[src/include/psa_pkg.sv]
// Package: constants and carriers for the sample-address and offcore block
package psa_pkg;

  // ==========================================================
  // Register byte addresses
  localparam logic [7:0] ADDR_SAMPLE_EN   = 8'h00;
  localparam logic [7:0] ADDR_STATUS      = 8'h04;
  localparam logic [7:0] ADDR_LAST_LO     = 8'h08;
  localparam logic [7:0] ADDR_LAST_HI     = 8'h0C;
  localparam logic [7:0] ADDR_OFFCORE_LO  = 8'h10;
  localparam logic [7:0] ADDR_OFFCORE_HI  = 8'h14;
  localparam logic [7:0] ADDR_MATCH_COUNT = 8'h18;

  // ==========================================================
  // Field layouts and reset values
  localparam int          NUM_SAMPLE_CTRS    = 4;
  localparam int          FILTER_WIDTH       = 38;
  localparam int          REQ_TYPE_LSB       = 0;
  localparam int          REQ_TYPE_MSB       = 15;
  localparam int          SUPPLIER_LSB       = 16;
  localparam int          SUPPLIER_MSB       = 30;
  localparam int          SNOOP_LSB          = 31;
  localparam int          SNOOP_MSB          = 37;
  localparam int          FILTER_HI_WIDTH    = FILTER_WIDTH - 32;
  localparam logic [15:0] REQ_TYPE_DEFINED   = 16'h8077;
  localparam logic [3:0]  SAMPLE_EN_RESET    = 4'h0;
  localparam logic [37:0] FILTER_RESET       = 38'h00_0000_0000;
  localparam int          STORE_HIT_BIT      = 0;
  localparam int          STATUS_PENDING_BIT = 0;
  localparam int          STATUS_IDX_LSB     = 4;
  localparam int          STATUS_COUNT_LSB   = 16;
  localparam logic [1:0]  RESP_OKAY          = 2'h0;
  localparam logic [1:0]  RESP_SLVERR        = 2'h2;

  // ==========================================================
  // Offcore request classes
  typedef enum logic [2:0] {
    REQ_DEMAND_DATA = 3'h0,
    REQ_DEMAND_OWN  = 3'h1,
    REQ_DEMAND_CODE = 3'h2,
    REQ_L2PF_DATA   = 3'h3,
    REQ_L2PF_OWN    = 3'h4,
    REQ_L2PF_CODE   = 3'h5,
    REQ_OTHER       = 3'h6
  } psa_req_class_type;

  // ==========================================================
  // Carriers
  typedef struct packed {
    logic        is_store;
    logic        l1_hit;
    logic [63:0] lin_addr;
    logic [63:0] instr_ip;
    logic [63:0] next_ip;
  } psa_retire_type;

  // Record entries at 98H, A0H, A8H, B0H and 08H
  typedef struct packed {
    logic [1:0]  ctr_idx;
    logic [63:0] lin_addr;
    logic [63:0] store_status;
    logic [63:0] reserved_a8;
    logic [63:0] eventing_ip;
    logic [63:0] next_ip;
  } psa_record_type;

endpackage : psa_pkg

[src/verilog/psa_sample_offcore.sv]
// Sample address capture and offcore request filter with AXI4-Lite registers
// Notes on behaviour
// - Any of counters 0-3 may profile addresses
// - Enabled counter overflow starts a sample record; dropped here while a pending record waits on record_ready
// - Overflow latches retiring memory uop address, status
// - Latched data goes into the following record; here it goes into the record started by the same overflow
// - Enable bit makes counter precise, enables profiling
// - Entries 98H, A0H, A8H filled; A8H zero
// - Entry 98H holds load or store address
// - Store status bit 0 is first-level hit
// - Hit bit meaningful only for store events
// - Entry B0H holds triggering instruction pointer
// - Entry 08H holds next instruction pointer
// - Filter: type 15:0, supplier 30:16, snoop 37:31
// - Type bit 0 counts demand data reads
// - Type bit 1 counts demand ownership reads
// - Type bit 2 counts demand code reads
// - Bits 4-6 count second-level prefetch classes
// - Type bit 15 counts any other request
// - Defined type bits are read/write
// - Record format independent of 64-bit mode
//
// Added by the designer: the address map and the AXI4-Lite interface to the registers.
module psa_sample_offcore (
  input  wire logic                        aclk,
  input  wire logic                        aresetn,
  input  wire logic                        clk_en,
  input  wire logic [7:0]                  s_axi_awaddr,
  input  wire logic                        s_axi_awvalid,
  output logic                             s_axi_awready,
  input  wire logic [31:0]                 s_axi_wdata,
  input  wire logic [3:0]                  s_axi_wstrb,
  input  wire logic                        s_axi_wvalid,
  output logic                             s_axi_wready,
  output logic [1:0]                       s_axi_bresp,
  output logic                             s_axi_bvalid,
  input  wire logic                        s_axi_bready,
  input  wire logic [7:0]                  s_axi_araddr,
  input  wire logic                        s_axi_arvalid,
  output logic                             s_axi_arready,
  output logic [31:0]                      s_axi_rdata,
  output logic [1:0]                       s_axi_rresp,
  output logic                             s_axi_rvalid,
  input  wire logic                        s_axi_rready,
  input  wire logic [3:0]                  ctr_overflow,
  input  wire psa_pkg::psa_retire_type     retire,
  output psa_pkg::psa_record_type          record,
  output logic                             record_valid,
  input  wire logic                        record_ready,
  input  wire logic                        req_valid,
  input  wire psa_pkg::psa_req_class_type  req_class,
  output logic                             offcore_hit
);

  // ==========================================================
  // Functions
  function automatic logic [31:0] apply_strobe(input logic [31:0] old_val,
                                               input logic [31:0] new_val,
                                               input logic [3:0]  strb);
    logic [31:0] res;
    res = old_val;
    for (int b = 0; b < 4; b++) begin
      if (strb[b]) begin
        res[b*8 +: 8] = new_val[b*8 +: 8];
      end
    end
    return res;
  endfunction : apply_strobe

  function automatic logic [1:0] lowest_index(input logic [3:0] hits);
    logic [1:0] idx;
    idx = 2'h0;
    for (int i = psa_pkg::NUM_SAMPLE_CTRS - 1; i >= 0; i--) begin
      if (hits[i]) begin
        idx = 2'(i);
      end
    end
    return idx;
  endfunction : lowest_index

  function automatic logic [3:0] class_bit(
      input psa_pkg::psa_req_class_type cls);
    case (cls)
      psa_pkg::REQ_DEMAND_DATA: class_bit = 4'h0;
      psa_pkg::REQ_DEMAND_OWN:  class_bit = 4'h1;
      psa_pkg::REQ_DEMAND_CODE: class_bit = 4'h2;
      psa_pkg::REQ_L2PF_DATA:   class_bit = 4'h4;
      psa_pkg::REQ_L2PF_OWN:    class_bit = 4'h5;
      psa_pkg::REQ_L2PF_CODE:   class_bit = 4'h6;
      psa_pkg::REQ_OTHER:       class_bit = 4'hF;
      default:                  class_bit = 4'h3;
    endcase
  endfunction : class_bit

  // ==========================================================
  // State
  logic [3:0]              sample_en_reg;
  logic [37:0]             filter_reg;
  logic [31:0]             match_count_reg;
  logic [15:0]             sample_count_reg;
  logic [63:0]             last_addr_reg;
  logic                    aw_held_reg;
  logic [7:0]              awaddr_reg;
  logic                    w_held_reg;
  logic [31:0]             wdata_reg;
  logic [3:0]              wstrb_reg;
  logic                    aw_held_next;
  logic                    w_held_next;
  logic                    bvalid_next;
  logic                    do_write;
  logic                    wr_ok;
  logic [3:0]              ovf_hits;
  logic                    rec_slot_free;
  logic                    take_sample;
  logic [15:0]             req_type_eff;
  logic [31:0]             en_word;
  logic [31:0]             lo_word;
  logic [31:0]             hi_word;
  logic                    filter_match;

  // ==========================================================
  // Sample capture
  assign ovf_hits      = ctr_overflow & sample_en_reg;
  assign rec_slot_free = !record_valid || record_ready;
  assign take_sample   = clk_en && (ovf_hits != 4'h0) && rec_slot_free;

  always_ff @(posedge aclk) begin
    if (!aresetn) begin
      record_valid <= 1'b0;
    end else if (clk_en) begin
      if (ovf_hits != 4'h0 && rec_slot_free) begin
        record_valid <= 1'b1;
      end else if (record_ready) begin
        record_valid <= 1'b0;
      end
    end
  end

  // Full 64-bit entries regardless of operating mode
  always_ff @(posedge aclk) begin
    if (!aresetn) begin
      record <= '0;
    end else if (take_sample) begin
      record.ctr_idx      <= lowest_index(ovf_hits);
      record.lin_addr     <= retire.lin_addr;
      record.store_status <= {63'h0, retire.is_store
                              & retire.l1_hit};
      record.reserved_a8  <= 64'h0;
      record.eventing_ip  <= retire.instr_ip;
      record.next_ip      <= retire.next_ip;
    end
  end

  always_ff @(posedge aclk) begin
    if (!aresetn) begin
      sample_count_reg <= 16'h0000;
      last_addr_reg    <= 64'h0000_0000_0000_0000;
    end else if (take_sample) begin
      sample_count_reg <= sample_count_reg + 16'h0001;
      last_addr_reg    <= retire.lin_addr;
    end
  end

  // ==========================================================
  // Offcore request filter
  assign req_type_eff = filter_reg[psa_pkg::REQ_TYPE_MSB:
                                   psa_pkg::REQ_TYPE_LSB]
                        & psa_pkg::REQ_TYPE_DEFINED;
  assign filter_match = req_type_eff[class_bit(req_class)];

  always_ff @(posedge aclk) begin
    if (!aresetn) begin
      offcore_hit <= 1'b0;
    end else if (clk_en) begin
      offcore_hit <= req_valid && filter_match;
    end
  end

  always_ff @(posedge aclk) begin
    if (!aresetn) begin
      match_count_reg <= 32'h0000_0000;
    end else if (clk_en) begin
      if (offcore_hit) begin
        match_count_reg <= match_count_reg + 32'h0000_0001;
      end else if (do_write && awaddr_reg == psa_pkg::ADDR_MATCH_COUNT) begin
        match_count_reg <= 32'h0000_0000;
      end
    end
  end

  // ==========================================================
  // AXI4-Lite write channel
  assign do_write = aw_held_reg && w_held_reg && !s_axi_bvalid;

  always_comb begin
    aw_held_next = aw_held_reg;
    w_held_next  = w_held_reg;
    bvalid_next  = s_axi_bvalid;
    if (s_axi_awvalid && s_axi_awready) begin
      aw_held_next = 1'b1;
    end
    if (s_axi_wvalid && s_axi_wready) begin
      w_held_next = 1'b1;
    end
    if (do_write) begin
      aw_held_next = 1'b0;
      w_held_next  = 1'b0;
      bvalid_next  = 1'b1;
    end else if (s_axi_bvalid && s_axi_bready) begin
      bvalid_next = 1'b0;
    end
  end

  always_comb begin
    case (awaddr_reg)
      psa_pkg::ADDR_SAMPLE_EN,
      psa_pkg::ADDR_STATUS,
      psa_pkg::ADDR_LAST_LO,
      psa_pkg::ADDR_LAST_HI,
      psa_pkg::ADDR_OFFCORE_LO,
      psa_pkg::ADDR_OFFCORE_HI,
      psa_pkg::ADDR_MATCH_COUNT: wr_ok = 1'b1;
      default:                   wr_ok = 1'b0;
    endcase
  end

  always_ff @(posedge aclk) begin
    if (!aresetn) begin
      aw_held_reg   <= 1'b0;
      w_held_reg    <= 1'b0;
      s_axi_bvalid  <= 1'b0;
      s_axi_awready <= 1'b0;
      s_axi_wready  <= 1'b0;
      s_axi_bresp   <= psa_pkg::RESP_OKAY;
    end else if (clk_en) begin
      aw_held_reg   <= aw_held_next;
      w_held_reg    <= w_held_next;
      s_axi_bvalid  <= bvalid_next;
      s_axi_awready <= !aw_held_next && !bvalid_next;
      s_axi_wready  <= !w_held_next && !bvalid_next;
      if (do_write) begin
        s_axi_bresp <= wr_ok ? psa_pkg::RESP_OKAY : psa_pkg::RESP_SLVERR;
      end
    end
  end

  always_ff @(posedge aclk) begin
    if (!aresetn) begin
      awaddr_reg <= 8'h00;
      wdata_reg  <= 32'h0000_0000;
      wstrb_reg  <= 4'h0;
    end else if (clk_en) begin
      if (s_axi_awvalid && s_axi_awready) begin
        awaddr_reg <= s_axi_awaddr;
      end
      if (s_axi_wvalid && s_axi_wready) begin
        wdata_reg <= s_axi_wdata;
        wstrb_reg <= s_axi_wstrb;
      end
    end
  end

  // Register updates from software
  assign en_word = apply_strobe({28'h0, sample_en_reg}, wdata_reg, wstrb_reg);
  assign lo_word = apply_strobe(filter_reg[31:0], wdata_reg, wstrb_reg);
  assign hi_word = apply_strobe({26'h0, filter_reg[37:32]},
                                wdata_reg, wstrb_reg);

  always_ff @(posedge aclk) begin
    if (!aresetn) begin
      sample_en_reg <= psa_pkg::SAMPLE_EN_RESET;
      filter_reg    <= psa_pkg::FILTER_RESET;
    end else if (clk_en && do_write) begin
      case (awaddr_reg)
        psa_pkg::ADDR_SAMPLE_EN: begin
          sample_en_reg <= en_word[3:0];
        end
        psa_pkg::ADDR_OFFCORE_LO: begin
          filter_reg[31:0] <= lo_word;
        end
        psa_pkg::ADDR_OFFCORE_HI: begin
          filter_reg[37:32] <= hi_word[5:0];
        end
        default: begin
          sample_en_reg <= sample_en_reg;
        end
      endcase
    end
  end

  // ==========================================================
  // AXI4-Lite read channel
  logic [31:0] rd_word;
  logic        rd_ok;

  always_comb begin
    rd_ok   = 1'b1;
    rd_word = 32'h0000_0000;
    case (s_axi_araddr)
      psa_pkg::ADDR_SAMPLE_EN:   rd_word = {28'h0, sample_en_reg};
      psa_pkg::ADDR_STATUS: begin
        rd_word[psa_pkg::STATUS_PENDING_BIT] = record_valid;
        rd_word[psa_pkg::STATUS_IDX_LSB +: 2] = record.ctr_idx;
        rd_word[psa_pkg::STATUS_COUNT_LSB +: 16] = sample_count_reg;
      end
      psa_pkg::ADDR_LAST_LO:     rd_word = last_addr_reg[31:0];
      psa_pkg::ADDR_LAST_HI:     rd_word = last_addr_reg[63:32];
      psa_pkg::ADDR_OFFCORE_LO:  rd_word = filter_reg[31:0];
      psa_pkg::ADDR_OFFCORE_HI:  rd_word = {26'h0, filter_reg[37:32]};
      psa_pkg::ADDR_MATCH_COUNT: rd_word = match_count_reg;
      default:                   rd_ok = 1'b0;
    endcase
  end

  always_ff @(posedge aclk) begin
    if (!aresetn) begin
      s_axi_arready <= 1'b0;
      s_axi_rvalid  <= 1'b0;
      s_axi_rdata   <= 32'h0000_0000;
      s_axi_rresp   <= psa_pkg::RESP_OKAY;
    end else if (clk_en) begin
      if (s_axi_arvalid && s_axi_arready) begin
        s_axi_arready <= 1'b0;
        s_axi_rvalid  <= 1'b1;
        s_axi_rdata   <= rd_word;
        s_axi_rresp   <= rd_ok ? psa_pkg::RESP_OKAY : psa_pkg::RESP_SLVERR;
      end else if (s_axi_rvalid && s_axi_rready) begin
        s_axi_rvalid <= 1'b0;
      end else if (!s_axi_rvalid) begin
        s_axi_arready <= 1'b1;
      end
    end
  end

  // ==========================================================
  // Assertions
  a_overflow_starts_record: assert property (
    @(posedge aclk) disable iff (!aresetn)
    take_sample |=> record_valid)
    else $error("enabled overflow did not raise a record");

  a_disabled_no_record: assert property (
    @(posedge aclk) disable iff (!aresetn)
    clk_en && !record_valid && (ctr_overflow & sample_en_reg) == 4'h0
    |=> !record_valid)
    else $error("record raised without enabled overflow");

  a_address_latched: assert property (
    @(posedge aclk) disable iff (!aresetn)
    take_sample |=> record.lin_addr == $past(retire.lin_addr)
                    && last_addr_reg == $past(retire.lin_addr))
    else $error("record address differs from retiring uop");

  a_store_hit_bit: assert property (
    @(posedge aclk) disable iff (!aresetn)
    take_sample && retire.is_store
    |=> record.store_status[psa_pkg::STORE_HIT_BIT] == $past(retire.l1_hit))
    else $error("store hit bit wrong");

  a_reserved_zero: assert property (
    @(posedge aclk) disable iff (!aresetn)
    record_valid |-> record.reserved_a8 == 64'h0
                     && record.store_status[63:1] == 63'h0)
    else $error("reserved record entry not zero");

  a_ip_fields: assert property (
    @(posedge aclk) disable iff (!aresetn)
    take_sample |=> record.eventing_ip == $past(retire.instr_ip)
                    && record.next_ip == $past(retire.next_ip))
    else $error("instruction pointers not captured");

  a_record_holds: assert property (
    @(posedge aclk) disable iff (!aresetn)
    record_valid && !record_ready |=> record_valid && $stable(record))
    else $error("pending record changed before taken");

  a_lowest_counter: assert property (
    @(posedge aclk) disable iff (!aresetn)
    take_sample && ovf_hits[0] |=> record.ctr_idx == 2'h0)
    else $error("wrong counter index in record");

  a_reserved_no_count: assert property (
    @(posedge aclk) disable iff (!aresetn)
    clk_en && req_valid && class_bit(req_class) == 4'h3 |=> !offcore_hit)
    else $error("reserved type bit produced a hit");

  a_offcore_follows: assert property (
    @(posedge aclk) disable iff (!aresetn)
    clk_en && req_valid && req_class == psa_pkg::REQ_DEMAND_DATA
    |=> offcore_hit == $past(filter_reg[0]))
    else $error("demand data read hit mismatch");

endmodule : psa_sample_offcore

[config.mk]
export PLATFORM = sky130hd
export DESIGN_NAME = psa_sample_offcore
export DESIGN_NICKNAME = d
export VERILOG_FILES = /design/src/include/psa_pkg.sv /design/src/verilog/psa_sample_offcore.sv
export SDC_FILE = /design/constraint.sdc
export NUM_CORES = 1
export LEC_CHECK = 0
export BUFFER_PORTS_ARGS = -buffer_cell sky130_fd_sc_hd__buf_2
export CAP_MARGIN = 20
export CORE_AREA = 4 4 245 247
export DETAILED_ROUTE_END_ITERATION = 16
export DIE_AREA = 0 0 249 251
export GPL_ROUTABILITY_DRIVEN = 1
export HOLD_SLACK_MARGIN = 0.1
export PLACE_DENSITY = 0.62
export SLEW_MARGIN = 20
export SYNTH_ARGS = -nofsm -noshare
export SYNTH_HDL_FRONTEND = slang
export SYNTH_SLANG_ARGS = --single-unit
[constraint.sdc]
create_clock -name aclk -period 2.65 [get_ports aclk]
set_input_delay 0.53 -clock aclk [delete_from_list [all_inputs] [get_ports aclk]]
set_output_delay 0.53 -clock aclk [all_outputs]
set_load 0.01 [all_outputs]
==> summary.txt <==
Outcome
  – Outcome: complete, no violations

GRT
  – Vias in the first global route: 14322
  – Gr usage total: 17.6%
  – Largest net degree at the start of global routing: 100
  – Overflow after GRT: 0
  – Initial antenna violation count: 10
  – Global-route wire length before repair: 86500 um

Critical path
  – FF-to-FF End: match_count_reg[24]
  – Reg-to-reg slack, setup: 0.13 ns
  – Startpoint class of the critical path: flop
  – CP Max Fanout: 8
  – Slowest-stage cell, CP: or4_1
  – Critical path arrival: 2.99 ns
  – Crit path largest cell delay: 0.74 ns
  – Top delay family on crit path: simple AND/OR/NAND/NOR gates
  – Kind of critical path: flop to flop
  – CP Buf/Inv Count: 1
  – Reg2reg start: awaddr_reg[7]
  – Worst Reg-to-Reg Cells: 6
  – Worst path required time: 3.12 ns
  – Crit end category: flop
  – Crit-path cells: or4b_1 -> or4_1 -> buf_4 -> a2111oi_2 -> xnor2_1 -> nor2_1

Timing
  – Worst Slack Setup Final: 0.130 ns
  – Final Critical Period: 2.52 ns
  – Hold slack: 0.185 ns
  – Period utilization: 95.1%
  – Setup TNS: 0 ns
  – Maximum operating frequency: 397 MHz
  – Fin. max-slew vios: 0
  – Clock Skew: 0.0212 ns
  – Slew @ Worst Pin: 0.763 ns
  – Final setup vio count: 0
  – Max-Slew Margin vs Limit: 48.7%
  – Fin. Hold Viols: 0
  – Unrepaired setup endpoints after global routing: no

Synth
  – Flops & latches, synth: 372
  – Ys flop type: dfxtp_1
  – Ys async rst share: 0%
  – Synth Instances: 1967
  – Post-Syn Area: 15700 um2
  – Synth warnings: 0
  – Post-synth top area share: 47.4%
  – Synth cell types: 62
  – EDFF count, synth: 0
  – Mean Syn Cell Area: 7.99 um2
  – Area contributors post-synth: dfxtp_1 (47%), nand2_1 (14%), a21oi_1 (9.7%)
  – Register area share after synthesis: 47.4%
  – Yosys top cell by area: dfxtp_1

Finish
  – Share of layout cells above drive strength 1: 27.7%
  – Max FFs per register: 131
  – Fin cells: 3255
  – Layout area overhead: 29.7%
  – Most frequent cells in the layout: nand2_1 (572), buf_2 (498), dfxtp_1 (372)
  – Fill count: 6128
  – Nets: 2717
  – Final core utilization: 35.4%
  – Final Cell Area: 20400 um2
  – Commonest non-fill, non-tap cell in the layout: nand2_1

Route
  – Final WL: 58900 um
  – Initial DRC count: 886
  – First-pass iteration count of the detailed router: 5
  – DR DRC count: 0
  – Vias per cell: 4.60
  – Total number of vias: 14966
  – Final antenna-violating net count: 0
  – Avg WL per Cell: 18.1 um

Clocking
  – H-Tree Depth: 2
  – Clk buf depth: 3
  – CTS Buf Count: 43
  – TritonCTS clock tree: done
  – Root Buffer: clkbuf_16
  – Worst-path clk slew: 0.06 ns
  – Latest clock arrival within the worst-skew pair: 0.58 ns
  – Post-CTS setup buffers: 0
  – CTS sink count: 372

Die
  – Row cnt: 88
  – Die W: 249 um
  – Core area: 57600 um2
  – Boundary Pins: 628
  – Chip height: 251 um
  – Die area: 62500 um2
  – Initial core utilization: 27.3%

Pwr
  – P_leak: 8.35 nW
  – PD cells: 601 nW/um2
  – Design Power: 12.3 mW
  – Max IR drop VDD: 0.504 mV

Worst hold path
  – Hold path depth: 3
  – Hold Startpoint: retire[138]
  – Worst Hold End: last_addr_reg[10]
  – Hold WC Path Type: primary input to flop

Placement
  – Placed insts: 3172
  – PortBufs: 498
  – DP Wirelength: 45400 um
  – Place WS: 0.113 ns
  – RePlAce Congestion: 0.861
  – Placement Cell Area: 19000 um2

Flow run
  – Max Cap Viol: 0
## layout make-up
class | instances | area [um2] | share of cell area [%]
Clock buffer | 55 | 1180 | 5.79
Clock inverter | 24 | 241 | 1.18
Timing Repair Buffer | 573 | 3230 | 15.8
Inverter | 9 | 41.3 | 0.202
Antenna cell | 4 | 10.0 | 0.0491
Multi-Input combinational cell | 1453 | 7280 | 35.7
Tap cell | 765 | 957 | 4.69
Sequential cell | 372 | 7450 | 36.5
## per-layer routing
| layer | wire length [um] | vias up | track usage [%] |
|---|---|---|---|
| met5 | 42 | - | 0 |
| met4 | 2120 | 8 | 6.89 |
| met3 | 4110 | 102 | 4.51 |
| met2 | 29100 | 524 | 30.9 |
| met1 | 23500 | 6964 | 20.7 |
| li1 | - | 7368 | - |
## worst max-delay path by stage
stage          slack [ns]           from  cells past startpoint                   to
3_3_place_gp         0.11         clk_en                      6  match_count_reg[20]
2_1_floorplan        0.16  awaddr_reg[7]                      7  match_count_reg[27]
6_report             0.13  awaddr_reg[7]                      6  match_count_reg[24]
4_1_cts              0.11  awaddr_reg[7]                      5  match_count_reg[20]
3_5_place_dp         0.11         clk_en                      6  match_count_reg[20]
5_1_grt              0.01  awaddr_reg[7]                      6  match_count_reg[24]
## repair_timing
item                       4_1_cts  5_1_grt
setup endpoints to repair        0        3
hold buffers                     0        0
resized for setup                0        3
## cells in the mapped netlist, drive strengths merged (4+ instances only)
library cell,count
o21ai,42
xor2,5
a22oi,29
dfxtp,372
nor3,12
nand4,10
mux2i,31
nand2,572
and3,7
nand3,48
a31oi,5
nor4,10
and4,4
or3,8
clkbuf,115
a211oi,8
mux2,26
nand2b,4
nor2,86
a22o,11
a2111oi,9
a21oi,305
xnor2,24
a221oi,18
or4,5
inv,9
buf,146
## worst min-delay path: cells and delay by family
kind            cells  cell delay [ns]
compound gates      1             0.05
buf+inv             1             0.10
simple gates        1             0.05
## logic make-up after synthesis
| group | after synthesis | synth area share, % |
|---|---|---|
| simple gates | 783 | 20.5 |
| compound gates | 451 | 16.5 |
| flops | 372 | 47.4 |
| buf+inv | 270 | 9.62 |
| mux | 59 | 4.12 |
| xor+xnor | 29 | 1.62 |
| fa+ha+maj | 2 | 0.159 |
| other cells | 1 | 0.0239 |
## power breakdown
part / internal [mW] / switching, mW / leakage (nW)
sequential: 5.63 / 0.0290 / 3.00
combinational: 0.231 / 0.394 / 4.67
clock: 3.40 / 2.57 / 0.686
total: 9.26 / 2.99 / 8.35
Note: power is estimated with default switching activity, not from simulation.
